[config.mk]
export PLATFORM = sky130hd
export DESIGN_NAME = cvmc_top
export DESIGN_NICKNAME = d
export VERILOG_FILES = /design/src/cvmc_ramp.v /design/src/cvmc_top.v
export VERILOG_INCLUDE_DIRS = /design/src
export SDC_FILE = /design/constraint.sdc
export NUM_CORES = 2
export LEC_CHECK = 0
export BUFFER_PORTS_ARGS = -buffer_cell sky130_fd_sc_hd__buf_2
export CAP_MARGIN = 10
export CORE_MARGIN = 2
export CORE_UTILIZATION = 50
export DETAILED_ROUTE_END_ITERATION = 10
export PLACE_DENSITY = 0.72
export SLEW_MARGIN = 20
export SYNTH_ARGS = -nofsm -noshare
export SYNTH_HDL_FRONTEND = slang
export SYNTH_SLANG_ARGS = --single-unit
[constraint.sdc]
create_clock -name clk_sys -period 10.4 [get_ports clk_sys]
set_clock_uncertainty 0.2 [all_clocks]
set_input_delay 1.56 -clock clk_sys [delete_from_list [all_inputs] [get_ports clk_sys]]
set_output_delay 1.56 -clock clk_sys [all_outputs]
set_load 0.05 [all_outputs]
[src/cvmc_defs.vh]
// register map, field positions, reset values and timing for the codec control core
`ifndef CVMC_DEFS_VH
`define CVMC_DEFS_VH
// ==========================================
// register byte offsets
`define CVMC_OFS_POWER 8'h00
`define CVMC_OFS_MODE 8'h04
`define CVMC_OFS_CLOCK 8'h08
`define CVMC_OFS_MUTE 8'h0c
`define CVMC_OFS_VOL0 8'h10
`define CVMC_OFS_ATAPI 8'h28
`define CVMC_OFS_STATUS 8'h2c
`define CVMC_OFS_GPO0 8'h30
`define CVMC_OFS_LAST 8'h48
// ==========================================
// field positions
`define CVMC_MODE_SPEED 1:0
`define CVMC_MODE_ROLLOFF 2
`define CVMC_MODE_RAMP 5:4
`define CVMC_MODE_HPF_EN 6
`define CVMC_MODE_HOLD 7
`define CVMC_CLK_SWITCH 1:0
`define CVMC_CLK_PLLREF 2
`define CVMC_MUTE_CH 5:0
`define CVMC_MUTE_PIN_VAL 8
`define CVMC_MUTE_PIN_AUTO 9
`define CVMC_GPO_FUNC 1:0
`define CVMC_GPO_LEVEL 2
`define CVMC_GPO_CHAN 6:4
// ==========================================
// speed modes, gpo functions and reset values
`define CVMC_SPEED_SINGLE 2'h1
`define CVMC_SPEED_DOUBLE 2'h2
`define CVMC_SPEED_QUAD 2'h3
`define CVMC_OSR_SINGLE 8'h80
`define CVMC_OSR_DOUBLE 8'h40
`define CVMC_OSR_QUAD 8'h20
`define CVMC_GPO_DRIVE 2'h0
`define CVMC_GPO_OVFL 2'h1
`define CVMC_GPO_MUTE 2'h2
`define CVMC_RST_POWER 1'h1
`define CVMC_RST_MODE 8'h41
`define CVMC_ATTEN_MAX 8'hfe
`define CVMC_FINE_MAX 10'h3f8
`define CVMC_PLL_MULT 10'h100
// ==========================================
// timing
`define CVMC_CLK_MHZ 125
`define CVMC_PLL_LOCK_US 11000
`endif

[src/cvmc_ramp.v]
// soft-ramped attenuation of one dac channel, in 0.125 dB units
`include "cvmc_defs.vh"
`default_nettype none
module cvmc_ramp (
   input wire clk_sys,
   input wire rst,
   input wire step_en,
   input wire jump,
   input wire [9:0] target,
   output reg [9:0] level_r
);
   reg [9:0] level_nxt;

   always @* begin
      level_nxt = level_r;
      if (jump) begin
         level_nxt = target;
      end else if (step_en && level_r < target) begin
         level_nxt = level_r + 10'h001;
      end else if (step_en && level_r > target) begin
         level_nxt = level_r - 10'h001;
      end
   end

   always @(posedge clk_sys) begin
      if (rst) begin
         level_r <= `CVMC_FINE_MAX;
      end else begin
         level_r <= level_nxt;
      end
   end
endmodule // cvmc_ramp
`default_nettype wire

[src/cvmc_top.v]
// codec control core: speed mode, adc limiting and offset filter, dac volume, mute, clock mux
//
// Behaviour
// single speed: up to 50 kHz, 128x oversampling
// double speed: up to 100 kHz, 64x oversampling
// quad speed: up to 192 kHz, 32x oversampling
// adc results two's complement, clipped to the largest or most negative code
// any clipped adc result sets the adc overflow status flag
// each general output pin can show adc overflow via its control register
// enabled high-pass filter tracks and subtracts dc offset; enable is independent
// offset hold freezes each channel's estimate and keeps subtracting it
// host calibrates by settling the filter, then disabling it and holding the offset
// one bit chooses fast or slow dac roll-off filter in every speed mode
// per-channel dac volume, 0 to -127 dB in 0.5 dB steps
// volume changes ramp in 0.125 dB steps at the two-bit ramp rate
// channel mute drives attenuation to -127 dB, ramping at the ramp rate
// clearing mute ramps back to the channel's volume setting
// external mute pin floats at power-up and while power-down is set
// out of power-down the pin follows host, or goes high on zero data or clock errors
// host mutes dac outputs before asserting the external mute pin
// master clock from pll or external clock, manual or automatic on lost lock
// pll reference bit locks pll to adc frame clock, output 256 times fs
// pll lock to 192 kHz completes within 11 ms
// mixing applied separately to each of the three dac channel pairs
// all configuration through one control port; host uses it for every setting
// general output pins: driven level, overflow indicator or mute output
// automatic mute on zero data needs a run of consecutive zero samples
`include "cvmc_defs.vh"
`default_nettype none
module cvmc_top #(
   parameter integer LOCK_CYCLES = `CVMC_PLL_LOCK_US * `CVMC_CLK_MHZ,
   parameter integer ZERO_SAMPLES = 1024,
   parameter integer HPF_SHIFT = 10,
   parameter integer NUM_GPO = 7
) (
   input wire clk_sys,
   input wire rst,
   input wire hsel,
   input wire [7:0] haddr,
   input wire [1:0] htrans,
   input wire hwrite,
   input wire [2:0] hsize,
   input wire [31:0] hwdata,
   input wire hready,
   output wire hreadyout,
   output wire hresp,
   output reg [31:0] hrdata,
   input wire adc_frame_clock,
   input wire pll_locked_in,
   input wire sclk_error_in,
   input wire adc_valid,
   input wire [51:0] adc_raw,
   output reg adc_out_valid,
   output reg [47:0] adc_out,
   input wire dac_valid,
   input wire [143:0] dac_in,
   output reg dac_out_valid,
   output reg [143:0] dac_out,
   output wire [59:0] dac_atten,
   output reg [7:0] osr_ratio,
   output reg [7:0] max_rate_khz,
   output reg rolloff_slow,
   output reg pll_enable,
   output wire [9:0] pll_multiplier,
   output reg mclk_use_external,
   output reg external_silence_pin_o,
   output reg external_silence_pin_oe,
   output reg [NUM_GPO-1:0] general_output_pins
);
   // ==========================================
   // registers and bus state
   reg power_r;
   reg [7:0] mode_r;
   reg [2:0] clock_r;
   reg [9:0] mute_r;
   reg [47:0] vol_r;
   reg [11:0] atapi_r;
   reg [7*NUM_GPO-1:0] gpo_r;
   reg ovfl_r;
   reg timeout_r;
   reg wr_pend_r;
   reg [7:0] wr_addr_r;
   reg [2:0] sync1_r;
   reg [2:0] sync2_r;
   reg frame_prev_r;
   reg [1:0] rate_cnt_r;
   reg [20:0] lock_cnt_r;
   reg [10:0] zero_cnt_r;
   wire [47:0] res;
   wire addr_phase;
   wire frame_tick;
   wire pll_locked;
   wire sclk_err;
   wire ramp_step;
   wire zero_frame;
   wire zero_run;
   wire [1:0] clip;
   integer i, j, k, m;

   // every byte offset lies on a word; volume and gpo decode only address bits 6:2, so their aliases respond; other unmapped reads give zero, writes are dropped
   function [4:0] reg_index;
      input [7:0] a;
      begin
         reg_index = a[6:2];
      end
   endfunction

   assign hreadyout = 1'b1;
   assign hresp = 1'b0;
   assign pll_multiplier = `CVMC_PLL_MULT;
   assign addr_phase = hsel && htrans[1] && hready;

   // ==========================================
   // input synchronisers
   always @(posedge clk_sys) begin
      if (rst) begin
         sync1_r <= 3'h0;
         sync2_r <= 3'h0;
         frame_prev_r <= 1'b0;
      end else begin
         sync1_r <= {sclk_error_in, pll_locked_in, adc_frame_clock};
         sync2_r <= sync1_r;
         frame_prev_r <= sync2_r[0];
      end
   end
   assign frame_tick = sync2_r[0] && !frame_prev_r;
   assign pll_locked = sync2_r[1];
   assign sclk_err = sync2_r[2];

   // ==========================================
   // register writes
   always @(posedge clk_sys) begin
      if (rst) begin
         wr_pend_r <= 1'b0;
         wr_addr_r <= 8'h00;
         power_r <= `CVMC_RST_POWER;
         mode_r <= `CVMC_RST_MODE;
         clock_r <= 3'h0;
         mute_r <= 10'h000;
         vol_r <= 48'h0000_0000_0000;
         atapi_r <= 12'h999;
         gpo_r <= {(7*NUM_GPO){1'b0}};
      end else begin
         wr_pend_r <= addr_phase && hwrite;
         wr_addr_r <= haddr;
         if (wr_pend_r) begin
            case (wr_addr_r)
               `CVMC_OFS_POWER: power_r <= hwdata[0];
               `CVMC_OFS_MODE: mode_r <= hwdata[7:0];
               `CVMC_OFS_CLOCK: clock_r <= hwdata[2:0];
               `CVMC_OFS_MUTE: mute_r <= hwdata[9:0];
               `CVMC_OFS_ATAPI: atapi_r <= hwdata[11:0];
               default: begin
                  for (i = 0; i < 6; i = i + 1) begin
                     if (reg_index(wr_addr_r) == reg_index(`CVMC_OFS_VOL0) + i) begin
                        vol_r[8*i +: 8] <= (hwdata[7:0] > `CVMC_ATTEN_MAX) ?
                           `CVMC_ATTEN_MAX : hwdata[7:0];
                     end
                  end
                  for (i = 0; i < NUM_GPO; i = i + 1) begin
                     if (reg_index(wr_addr_r) == reg_index(`CVMC_OFS_GPO0) + i) begin
                        gpo_r[7*i +: 7] <= hwdata[6:0];
                     end
                  end
               end
            endcase
         end
      end
   end

   // ==========================================
   // register reads, captured in the address phase
   always @(posedge clk_sys) begin
      if (rst) begin
         hrdata <= 32'h0000_0000;
      end else if (addr_phase && !hwrite) begin
         hrdata <= 32'h0000_0000;
         case (haddr)
            `CVMC_OFS_POWER: hrdata[0] <= power_r;
            `CVMC_OFS_MODE: hrdata[7:0] <= mode_r;
            `CVMC_OFS_CLOCK: hrdata[2:0] <= clock_r;
            `CVMC_OFS_MUTE: hrdata[9:0] <= mute_r;
            `CVMC_OFS_ATAPI: hrdata[11:0] <= atapi_r;
            `CVMC_OFS_STATUS: hrdata[4:0] <= {external_silence_pin_o, timeout_r,
               mclk_use_external, pll_locked, ovfl_r};
            default: begin
               for (j = 0; j < 6; j = j + 1) begin
                  if (reg_index(haddr) == reg_index(`CVMC_OFS_VOL0) + j) begin
                     hrdata[7:0] <= vol_r[8*j +: 8];
                  end
               end
               for (j = 0; j < NUM_GPO; j = j + 1) begin
                  if (reg_index(haddr) == reg_index(`CVMC_OFS_GPO0) + j) begin
                     hrdata[6:0] <= gpo_r[7*j +: 7];
                  end
               end
            end
         endcase
      end
   end

   // ==========================================
   // speed mode and filter select
   always @(posedge clk_sys) begin
      if (rst) begin
         osr_ratio <= `CVMC_OSR_SINGLE;
         max_rate_khz <= 8'd50;
         rolloff_slow <= 1'b0;
      end else begin
         rolloff_slow <= mode_r[`CVMC_MODE_ROLLOFF];
         case (mode_r[`CVMC_MODE_SPEED])
            `CVMC_SPEED_DOUBLE: begin
               osr_ratio <= `CVMC_OSR_DOUBLE;
               max_rate_khz <= 8'd100;
            end
            `CVMC_SPEED_QUAD: begin
               osr_ratio <= `CVMC_OSR_QUAD;
               max_rate_khz <= 8'd192;
            end
            default: begin
               osr_ratio <= `CVMC_OSR_SINGLE;
               max_rate_khz <= 8'd50;
            end
         endcase
      end
   end

   // ==========================================
   // adc offset filter and limiting
   genvar g;
   generate
      for (g = 0; g < 2; g = g + 1) begin : g_adc
         reg signed [25:0] est_r;
         wire signed [25:0] x = adc_raw[26*g +: 26];
         wire signed [26:0] err = x - est_r;
         wire signed [26:0] upd = est_r + (err >>> HPF_SHIFT);
         wire use_est = mode_r[`CVMC_MODE_HPF_EN] || mode_r[`CVMC_MODE_HOLD];
         wire signed [26:0] d = use_est ? err : {x[25], x};
         assign clip[g] = (d > 27'sd8388607) || (d < -27'sd8388608);
         assign res[24*g +: 24] = (d > 27'sd8388607) ? 24'h7f_ffff :
            (d < -27'sd8388608) ? 24'h80_0000 : d[23:0];
         always @(posedge clk_sys) begin
            if (rst) begin
               est_r <= 26'sd0;
            end else if (adc_valid && mode_r[`CVMC_MODE_HPF_EN] && !mode_r[`CVMC_MODE_HOLD]) begin
               est_r <= upd[25:0];
            end
         end
      end
   endgenerate

   always @(posedge clk_sys) begin
      if (rst) begin
         adc_out_valid <= 1'b0;
         adc_out <= 48'h0000_0000_0000;
         ovfl_r <= 1'b0;
      end else begin
         adc_out_valid <= adc_valid;
         if (adc_valid) begin
            adc_out <= res;
         end
         if (adc_valid && |clip) begin
            ovfl_r <= 1'b1;
         end else if (addr_phase && !hwrite && haddr == `CVMC_OFS_STATUS) begin
            ovfl_r <= 1'b0;
         end
      end
   end

   // ==========================================
   // pair mixing
   function [23:0] mix;
      input [1:0] sel;
      input [23:0] l;
      input [23:0] r;
      reg [24:0] s;
      begin
         s = {l[23], l} + {r[23], r};
         case (sel)
            2'h1: mix = l;
            2'h2: mix = r;
            2'h3: mix = s[24:1];
            default: mix = 24'h00_0000;
         endcase
      end
   endfunction

   assign zero_frame = (dac_in == 144'h0);
   assign zero_run = (zero_cnt_r == ZERO_SAMPLES[10:0]);

   always @(posedge clk_sys) begin
      if (rst) begin
         dac_out_valid <= 1'b0;
         dac_out <= 144'h0;
         zero_cnt_r <= 11'h000;
      end else begin
         dac_out_valid <= dac_valid;
         if (dac_valid) begin
            for (k = 0; k < 3; k = k + 1) begin
               dac_out[48*k +: 24] <= mix(atapi_r[4*k +: 2], dac_in[48*k +: 24],
                  dac_in[48*k+24 +: 24]);
               dac_out[48*k+24 +: 24] <= mix(atapi_r[4*k+2 +: 2], dac_in[48*k +: 24],
                  dac_in[48*k+24 +: 24]);
            end
            if (!zero_frame) begin
               zero_cnt_r <= 11'h000;
            end else if (!zero_run) begin
               zero_cnt_r <= zero_cnt_r + 11'h001;
            end
         end
      end
   end

   // ==========================================
   // volume ramp, one step per ramp period of frames
   assign ramp_step = frame_tick && (mode_r[5:4] == 2'h1 ||
      (mode_r[5:4] == 2'h2 && rate_cnt_r[0]) || (mode_r[5:4] == 2'h3 && &rate_cnt_r));

   always @(posedge clk_sys) begin
      if (rst) begin
         rate_cnt_r <= 2'h0;
      end else if (frame_tick) begin
         rate_cnt_r <= rate_cnt_r + 2'h1;
      end
   end

   generate
      for (g = 0; g < 6; g = g + 1) begin : g_vol
         cvmc_ramp u_ramp (
            .clk_sys(clk_sys),
            .rst(rst),
            .step_en(ramp_step),
            .jump(mode_r[`CVMC_MODE_RAMP] == 2'h0),
            .target(mute_r[g] ? `CVMC_FINE_MAX : {vol_r[8*g +: 8], 2'b00}),
            .level_r(dac_atten[10*g +: 10])
         );
      end
   endgenerate

   // ==========================================
   // external mute pin and general outputs
   always @(posedge clk_sys) begin
      if (rst) begin
         external_silence_pin_o <= 1'b0;
         external_silence_pin_oe <= 1'b0;
         general_output_pins <= {NUM_GPO{1'b0}};
      end else begin
         external_silence_pin_oe <= !power_r;
         if (mute_r[`CVMC_MUTE_PIN_AUTO]) begin
            external_silence_pin_o <= zero_run || sclk_err;
         end else begin
            external_silence_pin_o <= mute_r[`CVMC_MUTE_PIN_VAL];
         end
         for (m = 0; m < NUM_GPO; m = m + 1) begin
            case (gpo_r[7*m +: 2])
               `CVMC_GPO_OVFL: general_output_pins[m] <= ovfl_r;
               `CVMC_GPO_MUTE: general_output_pins[m] <=
                  mute_r[(gpo_r[7*m+4 +: 3] > 3'h5) ? 3'h5 : gpo_r[7*m+4 +: 3]];
               default: general_output_pins[m] <= gpo_r[7*m+2];
            endcase
         end
      end
   end

   // ==========================================
   // master clock source selection and lock watch
   always @(posedge clk_sys) begin
      if (rst) begin
         pll_enable <= 1'b0;
         mclk_use_external <= 1'b0;
         lock_cnt_r <= 21'h00_0000;
         timeout_r <= 1'b0;
      end else begin
         pll_enable <= clock_r[`CVMC_CLK_PLLREF];
         if (!clock_r[1]) begin
            mclk_use_external <= clock_r[0];
         end else if (mclk_use_external != clock_r[0]) begin
            mclk_use_external <= !pll_locked ? 1'b1 : clock_r[0];
         end else if (!clock_r[0] && !pll_locked) begin
            mclk_use_external <= 1'b1;
         end
         if (!clock_r[`CVMC_CLK_PLLREF] || pll_locked) begin
            lock_cnt_r <= 21'h00_0000;
            timeout_r <= 1'b0;
         end else if (lock_cnt_r == LOCK_CYCLES[20:0]) begin
            timeout_r <= 1'b1;
         end else begin
            lock_cnt_r <= lock_cnt_r + 21'h00_0001;
         end
      end
   end
endmodule // cvmc_top
`default_nettype wire

==> impl_results.md <==
* Arrival time worst endpoint at roughly 6.8 ns
* Synth Cell Area at 35500 µm²
* Drt pass-1 iters at 5
* Post-CTS sizing at 0
* Average cell area after synthesis at 8.09 µm²
* Clock Path Buffers at 3
* Top Metal Used: met5
* Register area at 10400 µm²
* Fraction of layout cells with a size suffix above 1 at between 15 and 20%
* Synth warn at 0
* H-tree depth at 2
* Setup bufs post-CTS at 0
* Worst r2r path cells at 20
* Synth top area share at 29.2%
* Starting Density at about half
* HP Class: flop to flop
* IO Pins at 577
* Crit path kind: input pin to flop
* I/O Buffers at between 500 and 600
* WP data required at between 10 and 15 ns
* Leak at 17.4 nW
* Period minus WS final at 6.51 ns
* Area Growth Syn to Fin at 14.4%
* Final hold vios at 0
* CTS Sinks at 518
* # nets final at roughly 5300
* Pin count of the biggest net entering global routing at 169
* Synth top area cells: dfxtp_1 29%, ha_1 10%, nor2_1 5.9%
* Post-synth ARST share at 0%
* Synthesized instance count at 4387
* Hold Crit Depth at 1
* Peak VDD IR at 0.000208 V
* Cell Pwr Density at 201 nW/µm²
* # setup viols final at 0
* Grt total ovfl at 0
* WL met2 at 54700 µm
* Status: completed
* Via count at between 30000 and 40000
* First-pass GRT wire length at around 180000 µm
* Synthesized flop and latch total at 518
* Area of the core at 70100 µm²
* Critical path capture point type: flop
* Die area at between 70000 and 80000 µm²
* ANT nets after route at 0
* Routability Congestion at 0.995
* WL met3 at between 10000 and 15000 µm
* Worst-Margin Slew at approximately 1.2 ns
* Iter 0 DRT Violations at 3104
* Worst hold start: sync1_r[0]$_SDFF_PP0_
* Leading area contributor after synthesis: dfxtp_1
* Die span in x at around 270 µm
* Hold Path Sink: sync2_r[0]$_SDFF_PP0_
* CTS tree: yes
* Max-cap viol count at 0
* Worst reg2reg path endpoint: g_vol[4].u_ramp.level_r[9]$_SDFFE_PP1P_
* WL/cell at ~21 µm
* Final worst path period share at 62.6%
* Post-synth EDFFs at 0
* DP Area at between 30000 and 40000 µm²
* Cell Rows at 97
* Final WL at 120000 µm
* Hpwl dp at 88700 µm
* Crit-path max FO at 5
* DRC Markers at 0
* Total GRT Usage at 31.3%
* Max-slew violations at 0
* RSZ-0062 raised after global routing: false
* Primary FF master, synth: dfxtp_1
* Filler cells at 6562
* Relative slew slack at approximately 22%
* Clock Root Buffer: clkbuf_16
* Multi-input combinational cell area at 23400 µm²
* Die H at 270 µm
* Final Cell Area at about 41000 µm²
* Crit Reg-Reg Startpoint: mute_r[4]$_SDFFE_PP0P_
* CTS Buf Count at 60
* Clock transition at path regs at approximately 0.06 ns
* Sequential fraction of the synthesis area at 29.2%
* Initial antenna violation count at 14
* Max Freq at 0.154 GHz
* Wl on met1 at 48900 µm
* Hold-fix buffers, CTS at 0
* Drt via density at 6.04
* Count of different cell masters after synthesis at 95
* Worst-Skew Late Latency at 0.63 ns
* Setup_tns at 0 ns
* Crit start category: input pin
* Number of global-route vias before repair at 32400
* R2r setup slk at approximately 4.6 ns
==> flip-flops by register name, indices dropped and copies added (netlist names), 2 cells and up <==
register and cells:
g_vol.u_ramp.level_r 60, max_rate_khz 3, mode_r 8, rate_cnt_r 2, clock_r 3, wr_addr_r 8, hrdata 12, g_adc.est_r 52
sync1_r 3, zero_cnt_r 11, general_output_pins 7, sync2_r 3, adc_out 48, gpo_r 49, lock_cnt_r 21, atapi_r 12
vol_r 48, mute_r 10, osr_ratio 2, dac_out 144
==> cell usage in the layout (no fill, tap or decap), types with 13 or more instances in the layout <==
master / Yosys / final
a211oi_1: 119 / 119
a21boi_0: 15 / 15
a21o_1: 87 / 87
a21oi_1: 289 / 289
a221o_1: 15 / 15
a221oi_1: 97 / 97
a22o_1: 17 / 17
a22oi_1: 45 / 45
a31oi_1: 34 / 34
and2_1: 37 / 37
and3_1: 21 / 21
buf_2: 8 / 511
buf_4: 45 / 43
clkbuf_16: 0 / 61
conb_1: 2 / 39
dfxtp_1: 518 / 518
fa_1: 13 / 13
ha_1: 286 / 286
inv_1: 166 / 165
mux2_2: 106 / 106
mux2i_1: 155 / 155
mux4_2: 13 / 13
nand2_1: 322 / 322
nand2b_1: 51 / 51
nand3_1: 96 / 96
nand4_1: 44 / 44
nor2_1: 558 / 553
nor2b_1: 77 / 77
nor3_1: 136 / 136
nor4_1: 48 / 48
o211ai_1: 41 / 41
o21a_1: 26 / 26
o21ai_0: 213 / 213
o21bai_1: 32 / 32
or2_2: 16 / 16
or3_1: 29 / 29
xnor2_1: 132 / 132
xor2_1: 61 / 61
==> power breakdown <==
part           total [mW]  internal (mW)  switching, mW
Combinational        3.55           1.35           2.20
Clock                2.26           1.37          0.892
Sequential           2.34           2.19          0.154
Total                8.15           4.91           3.25
==> synthesized netlist by cell type (all sizes together) (17+ instances only) <==
library cell,n
nor2,558
dfxtp,518
nand2,322
a21oi,293
ha,286
o21ai,221
clkbuf,209
inv,167
mux2i,155
nor3,136
xnor2,132
a211oi,120
mux2,106
a221oi,98
nand3,97
a21o,87
buf,82
nor2b,77
xor2,61
nand2b,51
nor4,48
a22oi,45
nand4,44
o211ai,43
and2,37
a31oi,36
o21bai,33
or3,29
o21a,26
and3,22
a22o,17
or2,17
==> per-stage QoR <==
step / instances / hold WS, ns / util, % / power, mW / worst slack [ns]
finish: 5747 / 0.236 / 57.9 / 8.15 / 3.89
global route: 5744 / 0.256 / 57.9 / 8.64 / 3.65
CTS: 5737 / 0.239 / 57.9 / 8.15 / 4.05
detailed placement: 5630 / 0.225 / 54.9 / 5.87 / 3.38
global placement: 5630 / 0.223 / 54.9 / 5.82 / 3.44
floorplan: 4424 / 0.202 / - / 5.10 / 4.29
==> final cells by class <==
type | count | area share, %
multi-input cells | 3448 | 57.6
flip-flops and latches | 518 | 25.5
repair buffers | 557 | 7.21
clock buffers | 83 | 4.23
well taps | 940 | 2.90
inverters | 167 | 1.55
clock inverters | 24 | 0.900
diodes | 10 | 0.0616
==> worst max-delay path, cell delays in order <==
cell and delay (ns):
buf_2 0.11, inv_1 0.05, ha_1 0.14, inv_1 0.05, fa_1 0.41, a211o_1 0.29, o211ai_2 0.11, a211oi_1 0.17
o31ai_1 0.52, nand2_1 0.21, a21o_1 0.22, a21oi_1 0.17, xnor2_1 0.24, ha_1 0.36, a21boi_0 0.15, a211oi_1 0.40
o211ai_1 0.16, a31oi_1 0.27, nor2b_1 0.08, o21a_1 0.19, o41ai_1 0.45, o21ai_0 0.21, xnor2_1 0.16, o31ai_1 0.18
==> layer usage <==
metal,track usage [%],vias up
met5,0,-
met4,15.9,10
met3,6.68,353
met2,51.0,1509
met1,39.0,16300
li1,-,16600
==> how the worst max path moves through the flow <==
stage	endpoint	slack, ns	cells after the start	from
after floorplan	g_adc[1].est_r[25]$_SDFFE_PP0P_	4.29	23	adc_raw[26]
after global placement	g_adc[0].est_r[24]$_SDFFE_PP0P_	3.44	24	adc_raw[0]
after detailed placement	g_adc[0].est_r[24]$_SDFFE_PP0P_	3.38	24	adc_raw[0]
after CTS	g_adc[0].est_r[24]$_SDFFE_PP0P_	4.05	24	adc_raw[0]
after global routing	g_adc[0].est_r[24]$_SDFFE_PP0P_	3.65	24	adc_raw[0]
final	g_adc[0].est_r[24]$_SDFFE_PP0P_	3.89	24	adc_raw[0]
==> kinds of logic (layout without fill, tap and decap cells) <==
kind of cell	after synthesis	count (layout)	synth area share (%)
and+or+nand+nor	1471	1471	19.1
AOI/OAI and AO/OA	1172	1172	22.2
muxes	274	274	8.56
adders and majority gates	299	299	10.8
xor gates and xnor gates	193	193	4.76
buffers and inverters	458	831	5.35
DFF	518	518	29.2
other	2	49	0.0211
No activity file was read; power rests on OpenSTA's default activity.
